$ cat config.mk
export PLATFORM = sky130hd
export DESIGN_NAME = ibf_event_filter
export DESIGN_NICKNAME = d
export VERILOG_FILES = /design/src/common/ibf_pkg.sv /design/src/logic/ibf_event_filter.sv
export SDC_FILE = /design/constraint.sdc
export NUM_CORES = 1
export LEC_CHECK = 0
export BUFFER_PORTS_ARGS = -buffer_cell sky130_fd_sc_hd__clkbuf_2
export CAP_MARGIN = 20
export CORE_MARGIN = 5
export CORE_UTILIZATION = 53
export DETAILED_ROUTE_END_ITERATION = 8
export PLACE_DENSITY_LB_ADDON = 0.05
export SYNTH_ARGS = -nofsm -noshare
export SYNTH_HDL_FRONTEND = slang
export SYNTH_SLANG_ARGS = --single-unit
$ cat constraint.sdc
create_clock -name sys_clk -period 4 [get_ports sys_clk]
set_input_delay 0.2 -clock sys_clk [delete_from_list [all_inputs] [get_ports sys_clk]]
set_output_delay 0.2 -clock sys_clk [all_outputs]
set_load 0.02 [all_outputs]
$ cat src/common/ibf_pkg.sv
package ibf_pkg;
	// register byte addresses
	localparam logic [3:0] FILTER_CTRL_ADDR = 4'h0;
	localparam logic [3:0] RANGE_LIMIT_ADDR = 4'h4;
	localparam logic [3:0] MATCH_CTRL_ADDR  = 4'h8;
	localparam logic [3:0] IRQ_STATUS_ADDR  = 4'hc;
	// filter/event control fields
	localparam int STOP_SEEN_BIT   = 6;
	localparam int COND_IRQ_EN_BIT = 5;
	localparam int START_SEEN_BIT  = 4;
	localparam int GLITCH_LSB      = 0;
	localparam int GLITCH_W        = 4;
	// match control fields
	localparam int RANGE_EN_BIT    = 0;
	localparam int MASTER_MODE_BIT = 1;
	localparam int ADDR_W          = 7;
	localparam logic [7:0] FILTER_CTRL_RESET = 8'h00;
	localparam logic [7:0] RANGE_LIMIT_RESET = 8'h00;
	localparam logic [1:0] AXI_OKAY   = 2'h0;
	localparam logic [1:0] AXI_SLVERR = 2'h2;

	typedef struct packed {
		logic scl;
		logic sda;
	} ibf_bus_t;
endpackage

$ cat src/logic/ibf_event_filter.sv
// Function
// - stop-seen bit reads 1 after a stop is observed as addressed slave outside master mode, 0 otherwise.
// - bit 5 enable lets start or stop detection request the module interrupt.
// - module irq flag re-asserts if cleared while start/stop flags remain set.
// - start-seen flag bit 4 set on start; write 1 clears, write 0 ignored.
// - filter blocks pulses no longer than the programmed width in clock cycles.
// - glitch width 0 bypasses filter; 1 to 15 suppress up to that many cycles.
// - upper match address holds a 7-bit slave address for comparison.
// - with range matching on, a nonzero write activates the upper address.
// - in range mode, upper address is the highest accepted slave address.
// - bit 0 of the range address register is reserved and reads 0.
// - stop-seen flag set on stop; only writing 1 clears it.
// - stop-seen only set as addressed slave, never as master.
`timescale 1ns/1ns
`default_nettype none
module ibf_event_filter (
	// clock and reset
	input  wire logic              sys_clk,
	input  wire logic              sys_rst,
	// axi4-lite write address
	input  wire logic              s_axi_awvalid,
	output logic                   s_axi_awready,
	input  wire logic [3:0]        s_axi_awaddr,
	// axi4-lite write data
	input  wire logic              s_axi_wvalid,
	output logic                   s_axi_wready,
	input  wire logic [31:0]       s_axi_wdata,
	input  wire logic [3:0]        s_axi_wstrb,
	// axi4-lite write response
	output logic                   s_axi_bvalid,
	input  wire logic              s_axi_bready,
	output logic [1:0]             s_axi_bresp,
	// axi4-lite read
	input  wire logic              s_axi_arvalid,
	output logic                   s_axi_arready,
	input  wire logic [3:0]        s_axi_araddr,
	output logic                   s_axi_rvalid,
	input  wire logic              s_axi_rready,
	output logic [31:0]            s_axi_rdata,
	output logic [1:0]             s_axi_rresp,
	// serial bus pins
	input  wire ibf_pkg::ibf_bus_t bus_in,
	// slave-side context from the transfer engine
	input  wire logic              slave_addressed,
	input  wire logic [6:0]        rx_slave_addr,
	// filtered bus and events
	output ibf_pkg::ibf_bus_t      bus_filt,
	output logic                   range_hit,
	output logic                   start_pulse,
	output logic                   stop_pulse,
	// interrupt
	output logic                   irq
);
	// synchronisers
	ibf_pkg::ibf_bus_t sync1_reg, sync2_reg;
	always_ff @(posedge sys_clk) begin
		if (sys_rst) begin
			sync1_reg <= '1;
			sync2_reg <= '1;
		end else begin
			sync1_reg <= bus_in;
			sync2_reg <= sync1_reg;
		end
	end

	// registers
	logic [7:0] filt_ctrl_reg;
	logic [7:0] range_reg;
	logic       range_act_reg;
	logic [1:0] match_ctrl_reg;
	logic       irq_flag_reg;
	logic       irq_mask_reg;
	wire  [3:0] glitch_w = filt_ctrl_reg[ibf_pkg::GLITCH_LSB +: ibf_pkg::GLITCH_W];

	// one filter per line: a change passes only once stable for more than width cycles
	// each line owns its flops so no vector has two processes driving it
	wire  [1:0] filt_q_reg;
	wire  [1:0] raw = {sync2_reg.scl, sync2_reg.sda};
	genvar g;
	generate
		for (g = 0; g < 2; g++) begin : gen_filt
			logic       q_reg;
			logic [3:0] cnt_reg;
			wire differs = raw[g] != q_reg;
			wire settled = (glitch_w == 4'h0) || (cnt_reg == glitch_w);
			assign filt_q_reg[g] = q_reg;
			always_ff @(posedge sys_clk) begin
				if (sys_rst) begin
					q_reg   <= 1'b1;
					cnt_reg <= 4'h0;
				end else if (!differs) begin
					cnt_reg <= 4'h0;
				end else if (settled) begin
					q_reg   <= raw[g];
					cnt_reg <= 4'h0;
				end else begin
					cnt_reg <= cnt_reg + 4'h1;
				end
			end
		end
	endgenerate
	// filtered levels: [1]=scl, [0]=sda

	// start/stop detection on filtered lines
	logic prev_sda_reg;
	wire  start_det = filt_q_reg[1] && prev_sda_reg && !filt_q_reg[0];
	wire  stop_det  = filt_q_reg[1] && !prev_sda_reg && filt_q_reg[0];
	wire  stop_valid = stop_det && slave_addressed && !match_ctrl_reg[ibf_pkg::MASTER_MODE_BIT];

	// axi write channel
	logic       aw_held_reg, w_held_reg;
	logic [3:0] aw_addr_reg;
	logic [31:0] w_data_reg;
	logic [3:0] w_strb_reg;
	wire aw_take = s_axi_awvalid && s_axi_awready;
	wire w_take  = s_axi_wvalid && s_axi_wready;
	wire wr_go   = aw_held_reg && w_held_reg && !s_axi_bvalid;
	wire wr_lane = w_strb_reg[0];
	wire wr_flt  = wr_go && wr_lane && (aw_addr_reg == ibf_pkg::FILTER_CTRL_ADDR);
	wire wr_ra   = wr_go && wr_lane && (aw_addr_reg == ibf_pkg::RANGE_LIMIT_ADDR);
	wire wr_mc   = wr_go && wr_lane && (aw_addr_reg == ibf_pkg::MATCH_CTRL_ADDR);
	wire wr_irq  = wr_go && wr_lane && (aw_addr_reg == ibf_pkg::IRQ_STATUS_ADDR);
	wire wr_hit  = (aw_addr_reg == ibf_pkg::FILTER_CTRL_ADDR) || (aw_addr_reg == ibf_pkg::RANGE_LIMIT_ADDR) ||
	               (aw_addr_reg == ibf_pkg::MATCH_CTRL_ADDR) || (aw_addr_reg == ibf_pkg::IRQ_STATUS_ADDR);

	always_ff @(posedge sys_clk) begin
		if (sys_rst) begin
			aw_held_reg   <= 1'b0;
			w_held_reg    <= 1'b0;
			aw_addr_reg   <= 4'h0;
			w_data_reg    <= 32'h0;
			w_strb_reg    <= 4'h0;
			s_axi_awready <= 1'b0;
			s_axi_wready  <= 1'b0;
			s_axi_bvalid  <= 1'b0;
			s_axi_bresp   <= ibf_pkg::AXI_OKAY;
		end else begin
			s_axi_awready <= !aw_held_reg && !aw_take;
			s_axi_wready  <= !w_held_reg && !w_take;
			if (aw_take) begin
				aw_held_reg <= 1'b1;
				aw_addr_reg <= {s_axi_awaddr[3:2], 2'h0};
			end
			if (w_take) begin
				w_held_reg <= 1'b1;
				w_data_reg <= s_axi_wdata;
				w_strb_reg <= s_axi_wstrb;
			end
			if (wr_go) begin
				aw_held_reg  <= 1'b0;
				w_held_reg   <= 1'b0;
				s_axi_bvalid <= 1'b1;
				s_axi_bresp  <= wr_hit ? ibf_pkg::AXI_OKAY : ibf_pkg::AXI_SLVERR;
			end else if (s_axi_bready) begin
				s_axi_bvalid <= 1'b0;
			end
		end
	end

	// event flags: hardware set wins over a same-cycle clear
	wire start_clr = wr_flt && w_data_reg[ibf_pkg::START_SEEN_BIT];
	wire stop_clr  = wr_flt && w_data_reg[ibf_pkg::STOP_SEEN_BIT];
	wire start_nx  = start_det || (filt_ctrl_reg[ibf_pkg::START_SEEN_BIT] && !start_clr);
	wire stop_nx   = stop_valid || (filt_ctrl_reg[ibf_pkg::STOP_SEEN_BIT] && !stop_clr);
	wire cond_req  = filt_ctrl_reg[ibf_pkg::COND_IRQ_EN_BIT] &&
	                 (filt_ctrl_reg[ibf_pkg::START_SEEN_BIT] || filt_ctrl_reg[ibf_pkg::STOP_SEEN_BIT]);
	// module flag keeps setting while a condition flag is still pending
	wire irq_flag_nx = cond_req || (irq_flag_reg && !(wr_irq && w_data_reg[0]));
	wire [6:0] ra_wval = w_data_reg[7:1];

	always_ff @(posedge sys_clk) begin
		if (sys_rst) begin
			filt_ctrl_reg  <= ibf_pkg::FILTER_CTRL_RESET;
			range_reg      <= ibf_pkg::RANGE_LIMIT_RESET;
			range_act_reg  <= 1'b0;
			match_ctrl_reg <= 2'h0;
			irq_flag_reg   <= 1'b0;
			irq_mask_reg   <= 1'b0;
			prev_sda_reg   <= 1'b1;
			start_pulse    <= 1'b0;
			stop_pulse     <= 1'b0;
			range_hit      <= 1'b0;
			irq            <= 1'b0;
			bus_filt       <= '1;
		end else begin
			prev_sda_reg <= filt_q_reg[0];
			if (wr_flt) begin
				filt_ctrl_reg[ibf_pkg::COND_IRQ_EN_BIT] <= w_data_reg[ibf_pkg::COND_IRQ_EN_BIT];
				filt_ctrl_reg[3:0] <= w_data_reg[3:0];
			end
			filt_ctrl_reg[ibf_pkg::START_SEEN_BIT] <= start_nx;
			filt_ctrl_reg[ibf_pkg::STOP_SEEN_BIT]  <= stop_nx;
			if (wr_ra) begin
				range_reg <= {ra_wval, 1'b0};
				range_act_reg <= match_ctrl_reg[ibf_pkg::RANGE_EN_BIT] && (ra_wval != 7'h00);
			end
			if (wr_mc) begin
				match_ctrl_reg <= w_data_reg[1:0];
			end
			if (wr_irq) begin
				irq_mask_reg <= w_data_reg[8];
			end
			irq_flag_reg <= irq_flag_nx;
			start_pulse  <= start_det;
			stop_pulse   <= stop_valid;
			// upper bound of accepted range
			range_hit    <= match_ctrl_reg[ibf_pkg::RANGE_EN_BIT] && range_act_reg &&
			                (rx_slave_addr <= range_reg[7:1]);
			irq          <= irq_flag_reg && irq_mask_reg;
			bus_filt.scl <= filt_q_reg[1];
			bus_filt.sda <= filt_q_reg[0];
		end
	end

	// axi read channel, one cycle after address
	wire [3:0] ar_a = {s_axi_araddr[3:2], 2'h0};
	wire [31:0] rd_mux =
		(ar_a == ibf_pkg::FILTER_CTRL_ADDR) ? {24'h0, 1'b0, filt_ctrl_reg[6:0]} :
		(ar_a == ibf_pkg::RANGE_LIMIT_ADDR) ? {24'h0, range_reg[7:1], 1'b0} :
		(ar_a == ibf_pkg::MATCH_CTRL_ADDR)  ? {29'h0, range_act_reg, match_ctrl_reg} :
		(ar_a == ibf_pkg::IRQ_STATUS_ADDR)  ? {23'h0, irq_mask_reg, 7'h0, irq_flag_reg} : 32'h0;
	wire rd_hit = (ar_a == ibf_pkg::FILTER_CTRL_ADDR) || (ar_a == ibf_pkg::RANGE_LIMIT_ADDR) ||
	              (ar_a == ibf_pkg::MATCH_CTRL_ADDR) || (ar_a == ibf_pkg::IRQ_STATUS_ADDR);
	wire ar_take = s_axi_arvalid && s_axi_arready;

	always_ff @(posedge sys_clk) begin
		if (sys_rst) begin
			s_axi_arready <= 1'b0;
			s_axi_rvalid  <= 1'b0;
			s_axi_rdata   <= 32'h0;
			s_axi_rresp   <= ibf_pkg::AXI_OKAY;
		end else begin
			s_axi_arready <= !s_axi_rvalid && !ar_take;
			if (ar_take) begin
				s_axi_rvalid <= 1'b1;
				s_axi_rdata  <= rd_mux;
				s_axi_rresp  <= rd_hit ? ibf_pkg::AXI_OKAY : ibf_pkg::AXI_SLVERR;
			end else if (s_axi_rready) begin
				s_axi_rvalid <= 1'b0;
			end
		end
	end
endmodule
`default_nettype wire

# ---- Word-level counts from Yosys, hierarchy flattened
# Cells that the tools add are included.
dict set report classes {
  n_addsub 2
  magnitude_cmp 1
  n_eq_ne 10
  mux 10
  n_bitwise 2
  n_reduce_logical 66
}
# op count
set ops {}
lappend ops {{2-to-1 mux 9 bit} 4}
lappend ops {{logical AND 1 bit} 30}
lappend ops {{zero test 1 bit} 13}
lappend ops {{zero test 4 bit} 3}
lappend ops {{logical OR 1 bit} 12}
lappend ops {{adder 4 x 1 -> 4 bit (second input constant)} 2}
lappend ops {{== test 2 bit (second input constant)} 4}
lappend ops {{== test 4 bit} 2}
lappend ops {{<= comparator 7 bit} 1}
lappend ops {{nonzero test 7 bit} 1}
lappend ops {{OR reduction 3 bit} 2}
lappend ops {{== test 2 x 1 -> 1 bit (second input constant)} 2}
lappend ops {{2-to-1 mux 1 bit} 4}
lappend ops {{2-to-1 mux 2 bit} 2}
lappend ops {{AND reduction 2 bit} 2}
lappend ops {{nonzero test 2 bit} 2}
lappend ops {{!= test 1 bit} 2}
lappend ops {{NOT 1 bit} 2}
lappend ops {{OR reduction 2 bit} 1}
dict set report totals {
  regBits 94
  input_bits 61
  output_inout_bits 47
  word_cells 125
}

# ---- Logic depth before layout (Yosys ltp)
# Gate-level depths: netlist of the first run.
dict set report logic_depth {
  ltp_word 8
  mapped_depth 7
  ltp_nobuf 7
}

# ---- Worst setup path before layout of the first run
# OpenSTA, ideal clock, no wires.
dict set report synth_path {
  path_type {flip-flop to flip-flop}
  from {register s_axi_bvalid}
  to {register filt_ctrl_reg[0]}
  setup_ns 0.128
  arrival_ns 1.393
  required_time_ns 3.872
  setup_slack_ns 2.480
  path_stages_with_launch 8
  path_buffers 2
  path_cell_list {dfxtp_1 and3b_1 buf_6 nand2_4 or3_1 buf_6 mux2i_1 nor2_1}
}
dict set report synth_between {
  elab_chain_len 4
}
# item line_no
set synth_lines {}
lappend synth_lines {{from (decl)} ibf_event_filter.sv:30} ;# output logic s_axi_bvalid,
lappend synth_lines {{from (signal assigned)} ibf_event_filter.sv:135} ;# s_axi_bvalid <= 1'b0;
lappend synth_lines {{from (signal assigned)} ibf_event_filter.sv:152} ;# s_axi_bvalid <= 1'b1;
lappend synth_lines {{from (signal assigned)} ibf_event_filter.sv:155} ;# s_axi_bvalid <= 1'b0;
lappend synth_lines {{zero test 1 bit} ibf_event_filter.sv:117} ;# wire wr_go = aw_held_reg && w_held_reg && !s_axi_bvalid;
lappend synth_lines {{logical AND 1 bit} ibf_event_filter.sv:117}
lappend synth_lines {{logical AND 1 bit (2 in a row)} ibf_event_filter.sv:119} ;# wire wr_flt = wr_go && wr_lane && (aw_addr_reg == ibf_pkg::FILTER_CTRL_ADDR);
lappend synth_lines {{to (signal assigned)} ibf_event_filter.sv:173} ;# filt_ctrl_reg <= ibf_pkg::FILTER_CTRL_RESET;
lappend synth_lines {{to (signal, indexed assignment)} ibf_event_filter.sv:188} ;# filt_ctrl_reg[ibf_pkg::COND_IRQ_EN_BIT] <= w_data_reg[ibf_pkg::COND_IRQ_EN_BIT];
lappend synth_lines {{to (signal assigned)} ibf_event_filter.sv:189} ;# filt_ctrl_reg[3:0] <= w_data_reg[3:0];
lappend synth_lines {{to (decl)} ibf_event_filter.sv:67} ;# logic [7:0] filt_ctrl_reg;
# No other way between the ends.
# A chain may end at the register's enable or synchronous reset.

# ---- Worst setup path after layout of the first run
dict set report layout_path {
  from {register s_axi_arready}
  to {register s_axi_rdata[4]}
}
dict set report layout_between {
  elab_chain_len 1
}
# item line_no
set layout_lines {}
lappend layout_lines {{from (decl)} ibf_event_filter.sv:35} ;# output logic s_axi_arready,
lappend layout_lines {{from (signal assigned)} ibf_event_filter.sv:233} ;# s_axi_arready <= !s_axi_rvalid && !ar_take;
lappend layout_lines {{logical AND 1 bit} ibf_event_filter.sv:224} ;# wire ar_take = s_axi_arvalid && s_axi_arready;
lappend layout_lines {{to (signal assigned)} ibf_event_filter.sv:236} ;# s_axi_rdata <= rd_mux;
lappend layout_lines {{to (decl)} ibf_event_filter.sv:39} ;# output logic [31:0] s_axi_rdata,
# No other way between the ends.

==> metrics.md, run 1 <==
| Metric | Value |
|---|---|
| Status | `complete, no violations` |
| Synth top area cells | `dfxtp_1 47%, buf_4 6.9%, mux2i_1 6.1%, nand2_1 4.5%, a21oi_1 4.4%` |
| Synth-to-layout area growth | `13.5%` |
| Overflow after GRT | `0` |
| Synthesized instance count | `321` |
| Tcrit/Tclk final | `0.489` |
| Initial Util | `0.539` |
| Die area | `7120 um2` |
| Hold Violations, Final | `0` |
| Maximum number of pins on one net before global-route repair | `36` |
| Sequential Power Share | `0.520` |
| Global-route wire length before repair | `9.82 mm` |
| Final Setup Violations | `0` |
| Post-Route M1 WL | `2.57 mm` |
| Yosys cell types | `37` |
| Clk pin slew, worst setup/hold paths | `70 ps` |
| F_max | `511 MHz` |
| R2R Path End | `s_axi_rdata[4]` |
| PD cells | `414 nW/um2` |
| Drt via density | `4.95` |
| Fillers | `521` |
| Final Util | `0.611` |
| Hold Buf Count CTS | `0` |
| Maximum vdd drop | `0.228 mV` |
| CP Class | `reg2reg` |
| Top delay family on crit path | `simple AND/OR/NAND/NOR gates` |
| Hold Path Class | `in2reg` |
| Row cnt | `27` |
| Clock skew | `7.94 ps` |
| Final nets | `442` |
| Unrepaired setup endpoints after global routing | `false` |
| Design area | `3320 um2` |
| Highest Signal Layer | `met4` |
| Starting DRT DRC Count | `73` |
| Worst setup path start | `s_axi_arready` |
| EDFF count, synth | `0` |
| Sw frac | `0.225` |
| Post-synth top cells | `69 x dfxtp_1, 35 x nand2_1, 34 x nor2_1` |
| Main synth FF type | `dfxtp_1` |
| Worst skew pair latency | `340 ps` |
| CP bufs+invs | `0` |
| Max-cap violations | `0` |
| Relative slew margins | `0.420` |
| P_int | `1.07 mW` |
| Fin cells | `447` |
| Async SR Flop Fraction | `0` |
| Sw power | `309 uW` |
| Layout cell share with drive strength beyond 1 | `0.203` |
| CTS tree | `done` |
| Leakage Power | `1.48 nW` |
| Worst R2R Start | `s_axi_arready` |
| Register area share after synthesis | `0.471` |
| Worst Max-Slew Pin Slew | `867 ps` |
| FF+latch count, synth | `69` |
| Inserted Clock Buffers | `9` |
| R2R Setup Slk | `2040 ps` |
| DR WL met3 | `395 um` |
| Post-synth top area share | `0.471` |
| Routed wire length | `5.85 mm` |
| Core area | `5440 um2` |
| CP Data Required Time | `4270 ps` |
| # DRC | `0` |
| Die H | `84.4 um` |
| Logic pwr share | `0.072` |
| Via Count | `2,212` |
| Clock Power Share | `0.408` |
| Post-CTS sizing | `0` |
| Hold Path Depth | `2` |
| Number of antenna violations at the first check in global routing | `0` |
| First-pass detailed-route iteration total | `4` |
| WP data arrival | `2230 ps` |
| R2R depth | `4` |
| Average wire per standard cell | `13.1 um` |
| # Post-CTS Setup Buffers | `0` |
| Most common cell in the netlist | `dfxtp_1` |
| CTS max path bufs | `2` |
| Worst hold start | `bus_in[0]` |
| Mean cell area of the mapped netlist | `9.13 um2` |
| Crit path time final | `1960 ps` |
| Critical Path Fanout Max | `15` |
| Met2 wire len | `2.81 mm` |
| PortBufs | `52` |
| CP cell instances | `nand2_1 > nor3b_1 > a22oi_1 > a21oi_1` |
| Placed cell count | `433` |
| Pins over their slew limit | `0` |
| CTS H-tree lvls | `3` |
| Largest stage delay on the critical path | `840 ps` |
| ANT cells | `0` |
| Mapped cell area | `2930 um2` |
| Cell taking the most area after synthesis | `dfxtp_1` |
| Root buf cell | `clkbuf_8` |
| HPWL after detailed placement | `4.36 mm` |
| Gpl congestion | `0.852` |
| Top Ports | `108` |
| Die X | `84.4 um` |
| Crit path max-delay cell type | `nor3b_1` |
| TNS Setup | `0 ps` |
| All-Layer GR Usage | `0.172` |
| CP startpoint kind | `flip-flop` |
| Hold EP | `sync1_reg[0]` |
| CTS Sinks | `69` |
| ANT nets after route | `0` |
| Synthesis warning total | `0` |
| Post-placement cell area | `3130 um2` |
| Vias in the first global route | `2,175` |
| Crit path capture type | `flip-flop` |
-- power groups by stage --
stage / Sequential [mW] / Combinational, mW / Clock, mW
3_3_place_gp: 0.730 / 0.0970 / 0
4_1_cts: 0.715 / 0.0989 / 0.580
5_1_grt: 0.717 / 0.110 / 0.608
6_report: 0.716 / 0.0985 / 0.562
2_1_floorplan: 0.733 / 0.0823 / 0
3_5_place_dp: 0.731 / 0.0987 / 0
-- worst max path at each step --
stage	to	slack, ps	depth (start not counted)
3_3_place_gp	s_axi_rdata[5]	2030	4
3_5_place_dp	s_axi_rdata[5]	2060	4
2_1_floorplan	filt_ctrl_reg[0]	2480	7
4_1_cts	s_axi_rdata[3]	2040	4
5_1_grt	s_axi_rdata[4]	1890	4
6_report	s_axi_rdata[4]	2040	4
-- cell usage in the layout, fill, tap and decap left out, types with 4 or more instances in the layout --
cell type	count
a21oi_1	26
a22oi_1	5
clkbuf_2	52
clkbuf_8	12
conb_1	25
dfxtp_1	69
ha_1	9
inv_1	13
mux2i_1	18
nand2_1	35
nand3_1	6
nor2_1	34
nor3_1	10
nor3b_1	4
or2_2	6
xnor2_1	4
xor2_1	10
-- layout make-up --
class,count,area [um2],area share
Multi-Input combinational cell,225,1330,0.400
Tap cell,72,90.1,0.0271
Inverter,13,48.8,0.0147
Clock buffer,13,169,0.0508
Timing Repair Buffer,54,275,0.0828
Sequential cell,69,1380,0.416
Clock inverter,1,30.0,0.00903
-- per-layer routing --
metal,vias up,global-route usage
met4,0,0.0561
li1,1136,-
met5,-,0
met1,1013,0.216
met2,54,0.278
met3,9,0.0579
-- kinds of logic after synthesis --
kind of cell               count (synthesis)  share of synthesized area
and+or+nand+nor                          115                      0.187
DFF                                       69                      0.471
buffers and inverters                     51                      0.105
AOI/OAI and AO/OA                         44                     0.0931
muxes                                     18                     0.0615
xor gates and xnor gates                  14                     0.0418
adders and majority gates                  9                     0.0384
other                                      1                    0.00128
-- per-stage QoR --
stage | setup slack [ps] | hold WS, ps | total power [mW]
floorplan | 2480 | 290 | 0.815
global placement | 2030 | 385 | 0.827
detailed placement | 2060 | 389 | 0.830
CTS | 2040 | 30.5 | 1.39
global route | 1890 | 35.8 | 1.43
finish | 2040 | 44.6 | 1.38
(Power assumes the default switching activity.)
==> run 2, diff against run 1 <==
--- a/config.mk
+++ b/config.mk
@@ -5,10 +5,11 @@
 export SDC_FILE = /design/constraint.sdc
 export NUM_CORES = 1
 export LEC_CHECK = 0
+export ABC_AREA = 1
 export BUFFER_PORTS_ARGS = -buffer_cell sky130_fd_sc_hd__clkbuf_2
 export CAP_MARGIN = 20
 export CORE_MARGIN = 5
-export CORE_UTILIZATION = 53
+export CORE_UTILIZATION = 50
 export DETAILED_ROUTE_END_ITERATION = 8
 export PLACE_DENSITY_LB_ADDON = 0.05
 export SYNTH_ARGS = -nofsm -noshare
==> constraint.sdc (replaced) <==
create_clock -name sys_clk -period 1.9 [get_ports sys_clk]
set_input_delay 0.095 -clock sys_clk [delete_from_list [all_inputs] [get_ports sys_clk]]
set_output_delay 0.095 -clock sys_clk [all_outputs]
set_load 0.02 [all_outputs]
==> metrics.md, run 2 <==
| Metric | Value |
|---|---|
| Hold Path Class | `in2reg (unchanged)` |
| Starting DRT DRC Count | `98 (was 73)` |
| Top delay family on crit path | `simple AND/OR/NAND/NOR gates (unchanged)` |
| Average wire per standard cell | `11.8 um (was 13.1 um)` |
| ANT cells | `0 (unchanged)` |
| Row cnt | `28 (was 27)` |
| Register area share after synthesis | `0.448 (was 0.471)` |
| WP data arrival | `1590 ps (was 2230 ps)` |
| Setup slack after layout | `576 ps (was 2040 ps)` |
| Clock skew | `2.48 ps (was 7.94 ps)` |
| Via Count | `2,524 (was 2,212)` |
| Top Ports | `108 (unchanged)` |
| Maximum vdd drop | `0.577 mV (was 0.228 mV)` |
| Logic pwr share | `0.080 (was 0.072)` |
| Vias in the first global route | `2,358 (was 2,175)` |
| Overflow after GRT | `0 (unchanged)` |
| CP startpoint kind | `flip-flop (unchanged)` |
| PortBufs | `52 (unchanged)` |
| Drt via density | `4.67 (was 4.95)` |
| Most common cell in the netlist | `nand2_1 (was dfxtp_1)` |
| Commonest non-fill, non-tap cells in the layout | `70 x nand2_1, 69 x dfxtp_1, 60 x nor2_1 (was 69 x dfxtp_1, 52 x clkbuf_2, 35 x nand2_1)` |
| Die area | `7840 um2 (was 7120 um2)` |
| First-pass detailed-route iteration total | `4 (unchanged)` |
| Synth top area cells | `dfxtp_1 45%, nand2_1 8.5%, nor2_1 7.3%, buf_4 6.6%, o21ai_0 5.2% (was dfxtp_1 47%, buf_4 6.9%, mux2i_1 6.1%, nand2_1 4.5%, a21oi_1 4.4%)` |
| HPWL after detailed placement | `4.70 mm (was 4.36 mm)` |
| CTS tree | `done (unchanged)` |
| EDFF count, synth | `0 (unchanged)` |
| CTS Sinks | `69 (unchanged)` |
| Layout cell share with drive strength beyond 1 | `0.193 (was 0.203)` |
| Dpl ws | `600 ps (was 2060 ps)` |
| All-Layer GR Usage | `0.174 (was 0.172)` |
| Unrepaired setup endpoints after global routing | `false (unchanged)` |
| Clk pin slew, worst setup/hold paths | `70 ps (about the same)` |
| Mapped cell area | `3080 um2 (was 2930 um2)` |
| Critical Path Fanout Max | `11 (was 15)` |
| Crit path max-delay cell type | `inv_1 (was nor3b_1)` |
| Max-cap violations | `0 (unchanged)` |
| # DRC | `0 (unchanged)` |
| Yosys cell types | `35 (was 37)` |
| Main synth FF type | `dfxtp_1 (unchanged)` |
| Cell taking the most area after synthesis | `dfxtp_1 (unchanged)` |
| Pins over their slew limit | `0 (unchanged)` |
| Number of antenna violations at the first check in global routing | `0 (unchanged)` |
| Initial Util | `0.518 (was 0.539)` |
| ANT nets after route | `0 (unchanged)` |
| CP bufs+invs | `1 (was 0)` |
| Largest stage delay on the critical path | `340 ps (was 840 ps)` |
| R2R Setup Slk | `580 ps (was 2040 ps)` |
| CP Class | `reg2reg (unchanged)` |
| Post-synth top area share | `0.448 (was 0.471)` |
| PD cells | `904 nW/um2 (was 414 nW/um2)` |
| Synth-to-layout area growth | `16.3% (was 13.5%)` |
| Sequential Power Share | `0.467 (was 0.520)` |
| Sw frac | `0.233 (was 0.225)` |
| Die X | `88.5 um (was 84.4 um)` |
| Commonest non-fill, non-tap cell in the layout | `nand2_1 (was dfxtp_1)` |
| Root buf cell | `clkbuf_8 (unchanged)` |
| Post-synth top cells | `70 x nand2_1, 69 x dfxtp_1, 60 x nor2_1 (was 69 x dfxtp_1, 35 x nand2_1, 34 x nor2_1)` |
| Maximum number of pins on one net before global-route repair | `22 (was 36)` |
| Inserted Clock Buffers | `9 (unchanged)` |
| Tcrit/Tclk final | `0.697 (was 0.489)` |
| F_max | `755 MHz (was 511 MHz)` |
| Async SR Flop Fraction | `0 (unchanged)` |
| CTS max path bufs | `2 (unchanged)` |
| CP cell instances | `nand2_1 > inv_1 > nand3_1 > a31oi_1 (was nand2_1 > nor3b_1 > a22oi_1 > a21oi_1)` |
| Synthesized instance count | `403 (was 321)` |
| FF+latch count, synth | `69 (unchanged)` |
| Clock Power Share | `0.452 (was 0.408)` |
| Crit path capture type | `flip-flop (unchanged)` |
| Status | `complete, no violations (unchanged)` |
| Worst skew pair latency | `330 ps (was 340 ps)` |
| Die H | `88.5 um (was 84.4 um)` |
| Leakage Power | `1.60 nW (was 1.48 nW)` |
| Gpl congestion | `0.777 (was 0.852)` |
| CTS H-tree lvls | `3 (unchanged)` |
| TNS Setup | `0 ps (unchanged)` |
| Core area | `5960 um2 (was 5440 um2)` |
| Global-route wire length before repair | `10.6 mm (was 9.82 mm)` |
| Synthesis warning total | `0 (unchanged)` |
| Fillers | `588 (was 521)` |
| Mean cell area of the mapped netlist | `7.65 um2 (was 9.13 um2)` |
| Final Setup Violations | `0 (unchanged)` |
| Sw power | `757 uW (was 309 uW)` |
| CP Data Required Time | `2170 ps (was 4270 ps)` |
| Routed wire length | `6.38 mm (was 5.85 mm)` |
| P_int | `2.49 mW (was 1.07 mW)` |
| Final nets | `531 (was 442)` |
| Crit path time final | `1320 ps (was 1960 ps)` |
| Hold Violations, Final | `0 (unchanged)` |
==> run 2: cell count changes after synthesis, moves of 15 or more <==
cell,delta
nand2_1,+35
o21ai_0,+30
inv_1,+27
nor2_1,+26
mux2i_1,-18
nand3_1,+15
==> run 2: logic make-up (layout without fill, tap and decap cells) <==
family,count (synthesis),after routing,synth area share
DFF,69,69,0.448
AOI/OAI and AO/OA,67,67,0.117
buffers and inverters,80,119,0.137
xor gates and xnor gates,4,4,0.0114
and+or+nand+nor,173,173,0.249
adders and majority gates,9,9,0.0365
other,1,25,0.00122
==> run 2: worst paths after layout <==
check / startpoint / to / depth (start not counted)
worst max-delay path: s_axi_arready / s_axi_rdata[4] / 4
worst min-delay path: s_axi_wdata[8] / w_data_reg[8] / 3
worst max register to register: s_axi_arready / s_axi_rdata[4] / 4
worst min register to register: sync1_reg[1] / raw[1] / 1
==> run 2: power groups by stage <==
stage               Combinational [mW]  Sequential (mW)  Clock [mW]
floorplan                        0.207             1.56           0
global placement                 0.249             1.55           0
detailed placement               0.253             1.55           0
CTS                              0.263             1.52        1.50
global route                     0.295             1.52        1.57
finish                           0.261             1.52        1.47
==> run 2: per-layer routing <==
metal	share of wire	GRT usage
met5	0	0
met4	0.016	0.0783
met3	0.049	0.0317
met2	0.48	0.290
met1	0.45	0.221
==> run 2: worst register-to-register path, cell delays in order, from the launching register on <==
cell	delay, ps
dfxtp_1	330
nand2_1	250
inv_1	340
nand3_1	160
a31oi_1	170
==> run 2: through the flow <==
stage	area, um2	std cells	power [mW]	hold WS, ps	util
after floorplan	3170	427	1.76	199	-
after global routing	3590	541	3.38	37.7	0.602
final	3590	541	3.24	20.4	0.602
after detailed placement	3290	520	1.80	286	0.552
after global placement	3290	520	1.80	284	0.552
after CTS	3590	541	3.28	8.69	0.602
==> run 2: final cells by class <==
| class | instances | area (um2) | share of cell area |
|---|---|---|---|
| Clock buffer | 11 | 141 | 0.0394 |
| Clock inverter | 5 | 108 | 0.0300 |
| Sequential cell | 69 | 1380 | 0.385 |
| Timing Repair Buffer | 59 | 325 | 0.0907 |
| Tap cell | 75 | 93.8 | 0.0262 |
| Multi-Input combinational cell | 278 | 1370 | 0.382 |
| Inverter | 44 | 165 | 0.0461 |
==> run 2: what timing repair did <==
item / CTS / global route
setup buffers: 0 / 0
hold buffers: 5 / 0
gates resized for setup: 0 / 0
hold endpoints to repair: 5 / 0
==> run 3, diff against run 2 <==
==> constraint.sdc (replaced) <==
create_clock -name sys_clk -period 1.3 [get_ports sys_clk]
set_input_delay 0.065 -clock sys_clk [delete_from_list [all_inputs] [get_ports sys_clk]]
set_output_delay 0.065 -clock sys_clk [all_outputs]
set_load 0.02 [all_outputs]
==> metrics.md, run 3 (synthesis gave the netlist of run 2 again) <==
| Metric | Value |
|---|---|
| Root buf cell | `clkbuf_8 (unchanged)` |
| R2R Path End | `range_hit (was s_axi_rdata[4])` |
| R2R depth | `6 (was 4)` |
| HPWL after detailed placement | `4.88 mm (was 4.70 mm)` |
| CP Data Required Time | `1570 ps (was 2170 ps)` |
| Synth-to-layout area growth | `21.7% (was 16.3%)` |
| Critical Path Fanout Max | `3 (was 11)` |
| Via Count | `2,599 (was 2,524)` |
| ANT cells | `0 (unchanged)` |
| Largest stage delay on the critical path | `380 ps (was 340 ps)` |
| Status | `complete, no violations (unchanged)` |
| Crit path max-delay cell type | `dfxtp_1 (was inv_1)` |
| Crit path time final | `1180 ps (was 1320 ps)` |
| Tcrit/Tclk final | `0.911 (was 0.697)` |
| PortBufs | `52 (unchanged)` |
| Commonest non-fill, non-tap cells in the layout | `70 x nand2_1, 62 x dfxtp_1, 59 x nor2_1 (was 70 x nand2_1, 69 x dfxtp_1, 60 x nor2_1)` |
| Initial Util | `0.518 (unchanged)` |
| Final nets | `550 (was 531)` |
| First-pass detailed-route iteration total | `4 (unchanged)` |
| Pins over their slew limit | `0 (unchanged)` |
| Row cnt | `28 (unchanged)` |
| Worst setup path start | `range_reg[4] (was s_axi_arready)` |
| Clock skew | `7.34 ps (was 2.48 ps)` |
| Max-cap violations | `0 (unchanged)` |
| Crit path capture type | `flip-flop (unchanged)` |
| Overflow after GRT | `0 (unchanged)` |
| Post-placement cell area | `3360 um2 (was 3290 um2)` |
| CTS H-tree lvls | `3 (unchanged)` |
| F_max | `845 MHz (was 755 MHz)` |
| Clk pin slew, worst setup/hold paths | `70 ps (about the same)` |
| Multi-input gate area | `1390 um2 (was 1370 um2)` |
| PD cells | `1220 nW/um2 (was 904 nW/um2)` |
| Core area | `5960 um2 (unchanged)` |
| Global-route wire length before repair | `11.1 mm (was 10.6 mm)` |
| Average wire per standard cell | `11.7 um (was 11.8 um)` |
| Routed wire length | `6.58 mm (was 6.38 mm)` |
| All-Layer GR Usage | `0.184 (was 0.174)` |
| Hold Path Depth | `3 (unchanged)` |
| Vias in the first global route | `2,439 (was 2,358)` |
| Number of antenna violations at the first check in global routing | `0 (unchanged)` |
| Layout cell share with drive strength beyond 1 | `0.235 (was 0.193)` |
| CTS Sinks | `69 (unchanged)` |
| R2R Setup Slk | `120 ps (was 580 ps)` |
| Fillers | `558 (was 588)` |
| Die H | `88.5 um (unchanged)` |
| Hold Path Class | `in2reg (unchanged)` |
| Die area | `7840 um2 (unchanged)` |
| Top Ports | `108 (unchanged)` |
| Design area | `3750 um2 (was 3590 um2)` |
| Worst R2R Start | `range_reg[4] (was s_axi_arready)` |
| Maximum vdd drop | `0.832 mV (was 0.577 mV)` |
| Starting DRT DRC Count | `140 (was 98)` |
| Worst skew pair latency | `340 ps (was 330 ps)` |
| Inserted Clock Buffers | `9 (unchanged)` |
| Tot Pwr | `4.58 mW (was 3.24 mW)` |
| Hold Violations, Final | `0 (unchanged)` |
| Leakage Power | `1.68 nW (was 1.60 nW)` |
| Commonest non-fill, non-tap cell in the layout | `nand2_1 (unchanged)` |
| Final Util | `0.630 (was 0.602)` |
| WP data arrival | `1450 ps (was 1590 ps)` |
| # DRC | `0 (unchanged)` |
| Hold slack | `17.6 ps (was 20.4 ps)` |
| CTS tree | `done (unchanged)` |
| CTS max path bufs | `2 (unchanged)` |
| Setup crit end | `range_hit (was s_axi_rdata[4])` |
| Gpl congestion | `0.832 (was 0.777)` |
| Fin cells | `560 (was 541)` |
| CP Class | `reg2reg (unchanged)` |
| Drt via density | `4.64 (was 4.67)` |
| CP startpoint kind | `flip-flop (unchanged)` |
| Placed cell count | `530 (was 520)` |
| Die X | `88.5 um (unchanged)` |
| Reg area | `1390 um2 (was 1380 um2)` |
| ANT nets after route | `0 (unchanged)` |
| CP cell instances | `inv_1 > ha_1 > nand2_1 > nor2_2 > nand4_1 > a21oi_1 (was nand2_1 > inv_1 > nand3_1 > a31oi_1)` |
| Maximum number of pins on one net before global-route repair | `34 (was 22)` |
| Final Setup Violations | `0 (unchanged)` |
| Worst hold start | `s_axi_awaddr[3] (was s_axi_wdata[8])` |
-- run 3: changes by cell type in the layout (fill, tap and decap cells not counted), moves of 2 or more --
cell           previous run  this run
bufinv_16                 3         1
o21ai_0                  32        29
o21ai_1                   1         4
dfxtp_1                  69        62
dlygate4sd3_1             5        11
clkbuf_8                 10        14
clkinv_4                  2         0
dfxtp_2                   0         7
buf_4                     2        14
-- run 3: worst max-delay path, delay by kind of cell (launching register included) --
kind,cells,cell delay (ps)
DFF,1,380
and+or+nand+nor,3,280
adders and majority gates,1,260
AOI/OAI and AO/OA,1,140
buffers and inverters,1,60
-- run 3: through the flow --
stage,TNS [ps],setup slack (ps)
after floorplan,0,156
after global placement,0,63.9
after detailed placement,0,25.1
after CTS,0,12.1
after global routing,-8.55,-6.57
final,0,116
-- run 3: routing by layer --
layer  GRT usage  up-vias  share of wire
met5           0        -              0
met4      0.0824        0          0.018
met3      0.0345       13          0.040
met2       0.313       51           0.48
met1       0.225     1138           0.46
li1            -     1397              -
-- run 3: how the worst min path moves through the flow --
| stage | end | slack (ps) |
|---|---|---|
| 6_report | aw_addr_reg[3] | 20 |
| 5_1_grt | stop_pulse | 20 |
| 4_1_cts | aw_addr_reg[3] | 4 |
| 3_5_place_dp | sync1_reg[1] | 250 |
| 3_3_place_gp | sync1_reg[1] | 250 |
| 2_1_floorplan | sync1_reg[0] | 170 |
-- run 3: final cells by class --
class	instances	area share
Clock buffer	14	0.0513
Multi-Input combinational cell	278	0.370
Timing Repair Buffer	78	0.130
Sequential cell	69	0.370
Tap cell	75	0.0250
Inverter	44	0.0440
Clock inverter	2	0.0100
-- run 3: repair_timing --
action	in CTS	in global routing
hold endpoints to repair	11	0
setup buffers	0	3
pin swaps	0	4
resized for setup	1	14
hold buffers	11	0
setup endpoints to repair	1	18
gates cloned	0	0
-- run 3: report_power, final --
group | total (mW) | switching (mW) | internal, mW
logic | 0.413 | 0.262 | 0.150
registers | 2.22 | 0.0447 | 2.18
clock network | 1.95 | 0.800 | 1.15
total | 4.58 | 1.11 | 3.47
